File: src/dsg_pkg.sv
// deep-sleep clock gating: shared constants, types and the unit map
// assumes one 20 MHz clock and register access over AXI4-Lite
// What this block does
// - with auto select, deep sleep clocks units whose bit is set
// - with auto select, deep sleep stops units whose bit is clear
// - access to unclocked unit gets bus fault
// - gating register resets to all zeros
// - this register applies only in deep sleep
// - auto select uses sleep/deep-sleep registers
// - bit 16 gates the USB unit
// - bit 13 gates the DMA unit
// - bits 7..0 gate ports H down to A
// - other bits read zero, ignore writes
package dsg_pkg;
	localparam int unsigned ADDR_W        = 12;
	localparam logic [11:0] DEEP_GATE_OFS = 12'h128;
	localparam logic [11:0] EFF_GATE_OFS  = 12'h12c;
	localparam logic [31:0] DEEP_GATE_RST = 32'h0000_0000;
	localparam logic [31:0] DEEP_WR_MASK  = 32'h0001_20ff;
	localparam int unsigned USB_BIT       = 16;
	localparam int unsigned DMA_BIT       = 13;
	localparam int unsigned PORT_HI_BIT   = 7;
	localparam int unsigned NUM_UNITS     = 10;
	localparam logic [3:0]  NUM_UNITS_4   = 4'ha;
	localparam logic [1:0]  RESP_OKAY     = 2'h0;
	localparam logic [1:0]  RESP_DECERR   = 2'h3;

	typedef enum logic [1:0] {
		PM_RUN   = 2'h0,
		PM_SLEEP = 2'h1,
		PM_DEEP  = 2'h2
	} dsg_pmode_t;

	// gray along idle -> addr/data -> resp
	typedef enum logic [1:0] {
		WR_IDLE = 2'h0,
		WR_ADDR = 2'h1,
		WR_RESP = 2'h3,
		WR_DATA = 2'h2
	} dsg_wst_t;

	typedef enum logic {
		RD_IDLE = 1'b0,
		RD_RESP = 1'b1
	} dsg_rst_t;

	// unit index: 0..7 ports a..h, 8 dma, 9 usb
	typedef struct packed {
		logic       valid;
		logic [3:0] unit;
	} dsg_access_t;

	typedef logic [NUM_UNITS-1:0] dsg_units_t;

	function automatic dsg_units_t dsg_unit_vec(input logic [31:0] r);
		dsg_unit_vec = {r[USB_BIT], r[DMA_BIT], r[PORT_HI_BIT:0]};
	endfunction

	function automatic logic [31:0] dsg_unit_word(input dsg_units_t u);
		dsg_unit_word = 32'h0;
		dsg_unit_word[USB_BIT] = u[9];
		dsg_unit_word[DMA_BIT] = u[8];
		dsg_unit_word[PORT_HI_BIT:0] = u[7:0];
	endfunction
endpackage

File: src/dsg_en_switch.sv
// one unit's clock enable, picked from run, sleep or deep-sleep source
// assumes all sources come from logic on aclk
`timescale 1ns/100ps
`default_nettype none
module dsg_en_switch (
	// clock and reset
	input  wire logic              aclk,
	input  wire logic              aresetn,
	// enable sources
	input  wire logic              run_en,
	input  wire logic              sleep_en,
	input  wire logic              deep_en,
	input  wire logic              auto_sel,
	input  wire dsg_pkg::dsg_pmode_t mode,
	// registered enable
	output logic                   clk_en
);
	logic next_clk_en;

	always_comb begin
		next_clk_en = run_en;
		if (auto_sel) begin
			case (mode)
				dsg_pkg::PM_SLEEP: next_clk_en = sleep_en;
				dsg_pkg::PM_DEEP:  next_clk_en = deep_en;
				default:           next_clk_en = run_en;
			endcase
		end
	end

	// source changes land only on a clock edge, so the enable never glitches
	always_ff @(posedge aclk) begin
		if (!aresetn)
			clk_en <= 1'b0;
		else
			clk_en <= next_clk_en;
	end
endmodule // dsg_en_switch
`default_nettype wire

File: src/dsg_fault_check.sv
// answers a peripheral access with grant or bus fault
// assumes the enables are the ones being delivered to the units
`timescale 1ns/100ps
`default_nettype none
module dsg_fault_check (
	// clock and reset
	input  wire logic                 aclk,
	input  wire logic                 aresetn,
	// access and present enables
	input  wire dsg_pkg::dsg_access_t access,
	input  wire dsg_pkg::dsg_units_t  units,
	// one-cycle answers
	output logic                      fault,
	output logic                      grant
);
	logic clocked;
	logic next_fault;
	logic next_grant;

	always_comb begin
		clocked = 1'b0;
		// a unit index past the map has no clock at all
		if (access.unit < dsg_pkg::NUM_UNITS_4)
			clocked = units[access.unit];
		next_fault = access.valid && !clocked;
		next_grant = access.valid && clocked;
	end

	always_ff @(posedge aclk) begin
		if (!aresetn) begin
			fault <= 1'b0;
			grant <= 1'b0;
		end else begin
			fault <= next_fault;
			grant <= next_grant;
		end
	end
endmodule // dsg_fault_check
`default_nettype wire

File: src/dsg_top.sv
// deep-sleep gating register, enable selection and access fault check
// assumes an AXI4-Lite master and mode/run/sleep sources on aclk
//
// Decided for this implementation: the AXI4-Lite interface to the registers.
`timescale 1ns/100ps
`default_nettype none
module dsg_top (
	// clock and reset
	input  wire logic                       aclk,
	input  wire logic                       aresetn,
	// write address channel
	input  wire logic                       awvalid,
	output logic                            awready,
	input  wire logic [dsg_pkg::ADDR_W-1:0] awaddr,
	// write data channel
	input  wire logic                       wvalid,
	output logic                            wready,
	input  wire logic [31:0]                wdata,
	input  wire logic [3:0]                 wstrb,
	// write response channel
	output logic                            bvalid,
	input  wire logic                       bready,
	output logic [1:0]                      bresp,
	// read address channel
	input  wire logic                       arvalid,
	output logic                            arready,
	input  wire logic [dsg_pkg::ADDR_W-1:0] araddr,
	// read data channel
	output logic                            rvalid,
	input  wire logic                       rready,
	output logic [31:0]                     rdata,
	output logic [1:0]                      rresp,
	// power state and companion enables
	input  wire dsg_pkg::dsg_pmode_t        power_mode,
	input  wire logic                       auto_gate_select,
	input  wire logic [31:0]                run_gate_reg,
	input  wire logic [31:0]                sleep_gate_reg,
	// peripheral access check
	input  wire dsg_pkg::dsg_access_t       unit_access,
	output logic                            access_fault,
	output logic                            access_grant,
	// per-unit clock enables
	output dsg_pkg::dsg_units_t             unit_clk_en
);
	localparam int unsigned AW = dsg_pkg::ADDR_W;

	dsg_pkg::dsg_wst_t  wst;
	dsg_pkg::dsg_wst_t  next_wst;
	dsg_pkg::dsg_rst_t  rd_state;
	dsg_pkg::dsg_rst_t  next_rd_state;
	logic [AW-1:0]      waddr;
	logic [AW-1:0]      next_waddr;
	logic [31:0]        wdata_h;
	logic [31:0]        next_wdata_h;
	logic [3:0]         wstrb_h;
	logic [3:0]         next_wstrb_h;
	logic [31:0]        deep_gate_reg;
	logic [31:0]        next_deep_gate_reg;
	logic               next_awready;
	logic               next_wready;
	logic               next_bvalid;
	logic [1:0]         next_bresp;
	logic               next_arready;
	logic               next_rvalid;
	logic [31:0]        next_rdata;
	logic [1:0]         next_rresp;
	logic               aw_take;
	logic               w_take;
	logic               wr_hit_deep;
	logic               wr_hit_eff;
	logic [31:0]        byte_mask;
	dsg_pkg::dsg_units_t run_units;
	dsg_pkg::dsg_units_t sleep_units;
	dsg_pkg::dsg_units_t deep_units;

	assign run_units   = dsg_pkg::dsg_unit_vec(run_gate_reg);
	assign sleep_units = dsg_pkg::dsg_unit_vec(sleep_gate_reg);
	assign deep_units  = dsg_pkg::dsg_unit_vec(deep_gate_reg);

	// write path: address and data taken in either order, then one response
	always_comb begin
		next_wst           = wst;
		next_waddr         = waddr;
		next_wdata_h       = wdata_h;
		next_wstrb_h       = wstrb_h;
		next_bvalid        = bvalid;
		next_bresp         = bresp;
		next_deep_gate_reg = deep_gate_reg;
		aw_take            = awvalid && awready;
		w_take             = wvalid && wready;
		wr_hit_deep = waddr[AW-1:2] == dsg_pkg::DEEP_GATE_OFS[AW-1:2];
		wr_hit_eff  = waddr[AW-1:2] == dsg_pkg::EFF_GATE_OFS[AW-1:2];
		byte_mask = {{8{wstrb_h[3]}}, {8{wstrb_h[2]}},
			{8{wstrb_h[1]}}, {8{wstrb_h[0]}}};
		if (aw_take)
			next_waddr = awaddr;
		if (w_take) begin
			next_wdata_h = wdata;
			next_wstrb_h = wstrb;
		end
		case (wst)
			dsg_pkg::WR_IDLE: begin
				if (aw_take && w_take)
					next_wst = dsg_pkg::WR_RESP;
				else if (aw_take)
					next_wst = dsg_pkg::WR_ADDR;
				else if (w_take)
					next_wst = dsg_pkg::WR_DATA;
			end
			dsg_pkg::WR_ADDR: begin
				if (w_take)
					next_wst = dsg_pkg::WR_RESP;
			end
			dsg_pkg::WR_DATA: begin
				if (aw_take)
					next_wst = dsg_pkg::WR_RESP;
			end
			dsg_pkg::WR_RESP: begin
				if (!bvalid) begin
					// commit once, on the first response cycle
					if (wr_hit_deep)
						next_deep_gate_reg = ((deep_gate_reg & ~byte_mask)
							| (wdata_h & byte_mask))
							& dsg_pkg::DEEP_WR_MASK;
					next_bvalid = 1'b1;
					next_bresp  = (wr_hit_deep || wr_hit_eff) ?
						dsg_pkg::RESP_OKAY : dsg_pkg::RESP_DECERR;
				end else if (bready) begin
					next_bvalid = 1'b0;
					next_wst    = dsg_pkg::WR_IDLE;
				end
			end
			default: next_wst = dsg_pkg::WR_IDLE;
		endcase
		next_awready = next_wst == dsg_pkg::WR_IDLE
			|| next_wst == dsg_pkg::WR_DATA;
		next_wready  = next_wst == dsg_pkg::WR_IDLE
			|| next_wst == dsg_pkg::WR_ADDR;
	end

	always_ff @(posedge aclk) begin
		if (!aresetn) begin
			wst           <= dsg_pkg::WR_IDLE;
			waddr         <= '0;
			wdata_h       <= 32'h0;
			wstrb_h       <= 4'h0;
			awready       <= 1'b0;
			wready        <= 1'b0;
			bvalid        <= 1'b0;
			bresp         <= dsg_pkg::RESP_OKAY;
			deep_gate_reg <= dsg_pkg::DEEP_GATE_RST;
		end else begin
			wst           <= next_wst;
			waddr         <= next_waddr;
			wdata_h       <= next_wdata_h;
			wstrb_h       <= next_wstrb_h;
			awready       <= next_awready;
			wready        <= next_wready;
			bvalid        <= next_bvalid;
			bresp         <= next_bresp;
			deep_gate_reg <= next_deep_gate_reg;
		end
	end

	// read path: one read at a time, answered the cycle after it is taken
	always_comb begin
		next_rd_state = rd_state;
		next_arready  = arready;
		next_rvalid   = rvalid;
		next_rdata    = rdata;
		next_rresp    = rresp;
		case (rd_state)
			dsg_pkg::RD_IDLE: begin
				if (arvalid && arready) begin
					next_rd_state = dsg_pkg::RD_RESP;
					next_arready  = 1'b0;
					next_rvalid   = 1'b1;
					next_rresp    = dsg_pkg::RESP_OKAY;
					if (araddr[AW-1:2] == dsg_pkg::DEEP_GATE_OFS[AW-1:2])
						next_rdata = deep_gate_reg;
					else if (araddr[AW-1:2] == dsg_pkg::EFF_GATE_OFS[AW-1:2])
						next_rdata = dsg_pkg::dsg_unit_word(unit_clk_en);
					else begin
						next_rdata = 32'h0;
						next_rresp = dsg_pkg::RESP_DECERR;
					end
				end else
					next_arready = 1'b1;
			end
			dsg_pkg::RD_RESP: begin
				if (rready) begin
					next_rd_state = dsg_pkg::RD_IDLE;
					next_rvalid   = 1'b0;
					next_arready  = 1'b1;
				end
			end
			default: next_rd_state = dsg_pkg::RD_IDLE;
		endcase
	end

	always_ff @(posedge aclk) begin
		if (!aresetn) begin
			rd_state <= dsg_pkg::RD_IDLE;
			arready  <= 1'b0;
			rvalid   <= 1'b0;
			rdata    <= 32'h0;
			rresp    <= dsg_pkg::RESP_OKAY;
		end else begin
			rd_state <= next_rd_state;
			arready  <= next_arready;
			rvalid   <= next_rvalid;
			rdata    <= next_rdata;
			rresp    <= next_rresp;
		end
	end

	// one enable selector per unit
	genvar gi;
	generate
		for (gi = 0; gi < dsg_pkg::NUM_UNITS; gi++) begin : g_unit
			dsg_en_switch u_switch (
				.aclk     (aclk),
				.aresetn  (aresetn),
				.run_en   (run_units[gi]),
				.sleep_en (sleep_units[gi]),
				.deep_en  (deep_units[gi]),
				.auto_sel (auto_gate_select),
				.mode     (power_mode),
				.clk_en   (unit_clk_en[gi])
			);
		end
	endgenerate

	// judged against the enable the unit really has this cycle
	dsg_fault_check u_fault (
		.aclk    (aclk),
		.aresetn (aresetn),
		.access  (unit_access),
		.units   (unit_clk_en),
		.fault   (access_fault),
		.grant   (access_grant)
	);

	logic deep_active;
	assign deep_active = auto_gate_select
		&& power_mode == dsg_pkg::PM_DEEP;
endmodule // dsg_top
`default_nettype wire

File: config.mk
export PLATFORM = sky130hd
export DESIGN_NAME = dsg_top
export DESIGN_NICKNAME = d
export VERILOG_FILES = /design/src/dsg_pkg.sv /design/src/dsg_en_switch.sv /design/src/dsg_fault_check.sv /design/src/dsg_top.sv
export SDC_FILE = /design/constraint.sdc
export NUM_CORES = 1
export LEC_CHECK = 0
export BUFFER_PORTS_ARGS = -buffer_cell sky130_fd_sc_hd__buf_4
export CORE_ASPECT_RATIO = 0.9
export CORE_UTILIZATION = 35
export CTS_CLUSTER_SIZE = 30
export DETAILED_ROUTE_END_ITERATION = 16
export PLACE_DENSITY = 0.74
export SLEW_MARGIN = 15
export SYNTH_ARGS = -nofsm -noshare
export SYNTH_HDL_FRONTEND = slang
export SYNTH_SLANG_ARGS = --single-unit
File: constraint.sdc
create_clock -name aclk -period 3.3 [get_ports aclk]
set_input_delay 0.165 -clock aclk [delete_from_list [all_inputs] [get_ports aclk]]
set_output_delay 0.165 -clock aclk [all_outputs]
set_load 0.02 [all_outputs]
== Yosys cells after proc, flatten, opt, wreduce, memory -nomap -nowiden ==
Index checks and enable logic that the tools add are counted.

* Bits in registers: 98
* Input bits: 139
* Logic and storage cells: 110
* Output and inout bits: 53

* Order comparisons: 2
* Eq/ne operators: 13
* Bitwise logic cells: 6
* Reduce and logical (&&, ||, !) cells: 16
* Multiplexer cells: 47

{| class="wikitable"
|+ Operators by type and width
! cell !! count
|-
| == test 10 x 7 -> 1 bit (second input constant) || 4
|-
| AND 17 bit || 2
|-
| two-way mux 17 bit || 2
|-
| case mux 1 bit (2 select lines) || 13
|-
| two-way mux 1 bit || 20
|-
| two-way mux 2 bit || 10
|-
| NOT 17 bit || 1
|-
| OR 17 bit || 1
|-
| == test 2 bit (second input constant) || 4
|-
| case mux 2 bit (4 select lines) || 1
|-
| == test 2 x 1 -> 1 bit (second input constant) || 3
|-
| logical AND 1 bit || 6
|-
| AND reduction 2 bit || 3
|-
| < comparator 4 x 5 -> 1 bit (second input constant) || 1
|-
| binary-select mux 1 bit (select 4 bit) || 1
|-
| zero test 2 bit || 2
|-
| < comparator 4 bit (second input constant) || 1
|-
| inequality test 2 bit (second input constant) || 2
|-
| logical OR 1 bit || 3
|-
| AND reduction 3 bit || 1
|-
| NOT 1 bit || 2
|-
| zero test 1 bit || 1
|}

== Depth between registers and ports, before layout ==
* Word-level depth: 7
* Mapped depth: 6
* Mapped depth without buffers: 5

== Hierarchy ==
A second synthesis with hierarchy kept.

* Cells, all modules: 368
* Area, all modules: 3,276.9 um^2

{| class="wikitable"
|+ Modules (own cells, without submodules)
! module !! cells each !! instances !! sequential area each (um^2) !! area an instance (um^2)
|-
| dsg_top || 262 || 1 || 1,061.0 || 2,279.7
|-
| dsg_en_switch || 9 || 10 || 20.0 || 83.8
|-
| dsg_fault_check || 16 || 1 || 40.0 || 158.9
|}

== Least setup slack after synthesis ==
Ideal clock, no wire load.

* Kind: reg2reg
* Start: reg g_unit[9].u_switch.clk_en
* End: reg u_fault.fault
* Stages on the path, launching flop included: 5
* Slack: 1.918 ns
* Arrival time: 1.316 ns
* Clock period less this slack: 1.382 ns
* Buffers on the path: 0
* Cells stage by stage: dfxtp_1 mux4_2 nor3b_1 nor4_1 nor2b_1

* Word-level cells in the longest chain between the ends: 5

{| class="wikitable"
|+ RTL lines
! element !! RTL line !! RTL
|-
| start: declaration || dsg_en_switch.sv:16 || <nowiki>output logic clk_en</nowiki>
|-
| start signal: assignment || dsg_en_switch.sv:36 || <nowiki>clk_en <= next_clk_en;</nowiki>
|-
| binary-select mux 1 bit (select 4 bit) || dsg_fault_check.sv:24 || <nowiki>clocked = units[access.unit];</nowiki>
|-
| two-way mux 1 bit (not written as such) || dsg_fault_check.sv:24 ||
|-
| two-way mux 1 bit || dsg_fault_check.sv:23 || <nowiki>if (access.unit < dsg_pkg::NUM_UNITS_4)</nowiki>
|-
| zero test 1 bit || dsg_fault_check.sv:25 || <nowiki>next_fault = access.valid && !clocked;</nowiki>
|-
| logical AND 1 bit || dsg_fault_check.sv:25 ||
|-
| end signal: assignment || dsg_fault_check.sv:34 || <nowiki>fault <= next_fault;</nowiki>
|-
| end: declaration || dsg_fault_check.sv:13 || <nowiki>output logic fault,</nowiki>
|}

No other way between the ends. The select of a mux whose other input is x is not followed.
A chain may end at the register's enable or synchronous reset.

==> flow_summary.toml <==
[run_status]
outcome = "finished, final reports clean"

[placed_design]
port_buffers = 98
dp_hpwl_mm = 5.30
placed_cell_area_um2 = 3670
gp_congestion = 0.777

[synthesis]
synth_edf_count = 0
synth_area_um2 = 3030
synth_seq_area_share_pct = 43.0
synth_most_common_cell = "nand2_1"
syn_inst = 343
avgSynthCellArea_um2 = 8.83
yosysWarnings = 0
ys_types = 32
ys.flop_type = "dfxtp_1"
synthArstFlopShare_pct = 0
synth_commonest_cells = "93 x nand2_1, 65 x dfxtp_1, 34 x a21boi_0, 34 x buf_4, 18 x clkbuf_1"
yosys.area.top_type = "dfxtp_1"
synth-seq-cells = 65
yosys.area.top_type_share_pct = 43.0
synthTopCellsByArea = "dfxtp_1 43%, nand2_1 12%, a21boi_0 8.4%"

[final_layout]
register_area_um2 = 1300
nets = 562
fill_cells = 827
finalInstanceArea_um2 = 3890
area_growth_pct = 28.4
n_antenna_cell = 0
drive_above_1_share_pct = 29.6
multi_input_area_um2 = 1470

[power_and_ir_drop]
powerDensity_nw_per_um2 = 471
ir_drop_v = 0.000179
p_leak_nw = 1.80

[worst_setup_path]
r2r_setup_slack_ns = 1.73
critPathLaunchType = "flip-flop"
rr_startpoint = "waddr[3]$_SDFFE_PN0P_"
crit_fanout = 8
critPathKind = "flip-flop to flip-flop"
crit_path_start = "waddr[3]$_SDFFE_PN0P_"
critical_path_arrival_ns = 1.78
crit_required_ns = 3.51
end_kind = "flip-flop"

[clocking]
numCtsBuffers = 9
cts_resized = 0
clk_latency_ns = 0.33
cts_tree = "yes"
clkSinkCount = 65
clk_pin_slew_worst_paths_ns = 0.07
ctsHoldBuffers = 0
htreeDepth = 3
clk_path_buf_depth = 2
cts-root-buf = "clkbuf_8"
post-cts-setup-buffers = 0

[global_route]
grt_first_pass_wirelength_mm = 11.1
grt_usage_pct = 15.6
gr-total-overflow = 0
grt_max_degree = 75
antenna_found_initial = 0
grt_pass1_vias = 2297

[sta]
fin_setup_tns_ns = 0
grt_setup_unrepaired = "no"
hold_viol = 0
setup_viol = 0
slew-limit-headroom_pct = 56.0
period_needed_ns = 1.57
maxSlewViolCount = 0
finClkSkew_ns = 0.00974
worst_pin_slew_ns = 0.660
max_freq_mhz = 635
finalCritPeriodShare_pct = 47.7

[die]
io_pins = 192
die_y_um = 90.2
start_util_pct = 36.8
die_w_um = 100
rows = 31
coreArea_um2 = 8220
dieArea_um2 = 9030

[drt]
viasPerCell = 4.66
wl_per_cell_um = 13.0
drtIter0Drc = 114
postRouteAntennaNets = 0
wirelength_mm = 7.05
via_count = 2521
dr.pass1.iters = 4
drc = 0

[worst_hold_path]
min_from = "run_gate_reg[7]"
hold_class = "input port to flip-flop"

[flow_run]
cap_violations = 0
-- power breakdown --
part	switching [W]	total [W]	leakage, nW	internal (W)
Combinational	0.000133	0.000253	1.16	0.000120
Sequential	0.0000230	0.000841	0.531	0.000818
Clock	0.000294	0.000739	0.113	0.000445
-- layout make-up --
cell class                 instances  area share, %
clock inverter                     5           2.03
timing repair buffer              99           19.1
tap                              115           3.70
multi-input combinational        244           37.8
inverter                           2          0.193
clock buffer                      11           3.64
sequential                        65           33.5
-- worst paths after layout --
check | to | cells after the start
min | g_unit[7].u_switch.clk_en$_SDFF_PN0_ | 2
min reg2reg | flip-flop | 2
max reg2reg | flip-flop | 4
max | flip-flop | 4
-- cells in the final DEF, fill, tap and decap left out, types with 3 or more instances in the layout --
| cell type | synthesis | layout |
|---|---|---|
| buf_4 | 34 | 99 |
| nand2_1 | 93 | 93 |
| dfxtp_1 | 65 | 65 |
| a21boi_0 | 34 | 34 |
| conb_1 | 1 | 22 |
| o211a_1 | 14 | 14 |
| mux2i_1 | 13 | 13 |
| nand3_1 | 12 | 12 |
| mux2_2 | 10 | 10 |
| a22oi_1 | 10 | 10 |
| clkbuf_8 | 0 | 10 |
| nor2_1 | 6 | 6 |
| nor2b_1 | 4 | 4 |
| nor4bb_1 | 3 | 3 |
| and2_1 | 3 | 3 |
-- routing by layer --
| metal | part of all wire, % | track usage [%] |
|---|---|---|
| met5 | 0 | 0 |
| met3 | 5.7 | 3.89 |
| met4 | 1.1 | 5.31 |
| met2 | 46 | 22.9 |
| met1 | 48 | 22.1 |
-- cells by family after synthesis --
kind of cell               Yosys count  synth area share [%]
buffers and inverters               55                  11.0
DFF                                 65                  43.0
other                                1                 0.124
muxes                               24                  8.76
adders and majority gates            2                 0.826
AOI/OAI and AO/OA                   61                  16.0
and+or+nand+nor                    135                  20.2
-- stage by stage --
stage / power [W] / std cells / setup WS [ns] / utilization, % / hold WS (ns)
detailed placement: 0.00111 / 525 / 1.74 / 44.6 / 0.408
global placement: 0.00111 / 525 / 1.74 / 44.6 / 0.406
floorplan: 0.00103 / 364 / 1.92 / - / 0.308
finish: 0.00183 / 541 / 1.73 / 47.3 / 0.0807
global route: 0.00191 / 541 / 1.63 / 47.3 / 0.0738
CTS: 0.00185 / 541 / 1.71 / 47.3 / 0.0699
-- critical path, stage by stage (launching register included) --
cell and delay (ns):
dfxtp_1 0.33, nor4bb_1 0.27, and4_1 0.35, nand3_2 0.29, mux2i_1 0.20
(Power assumes the default switching activity.)
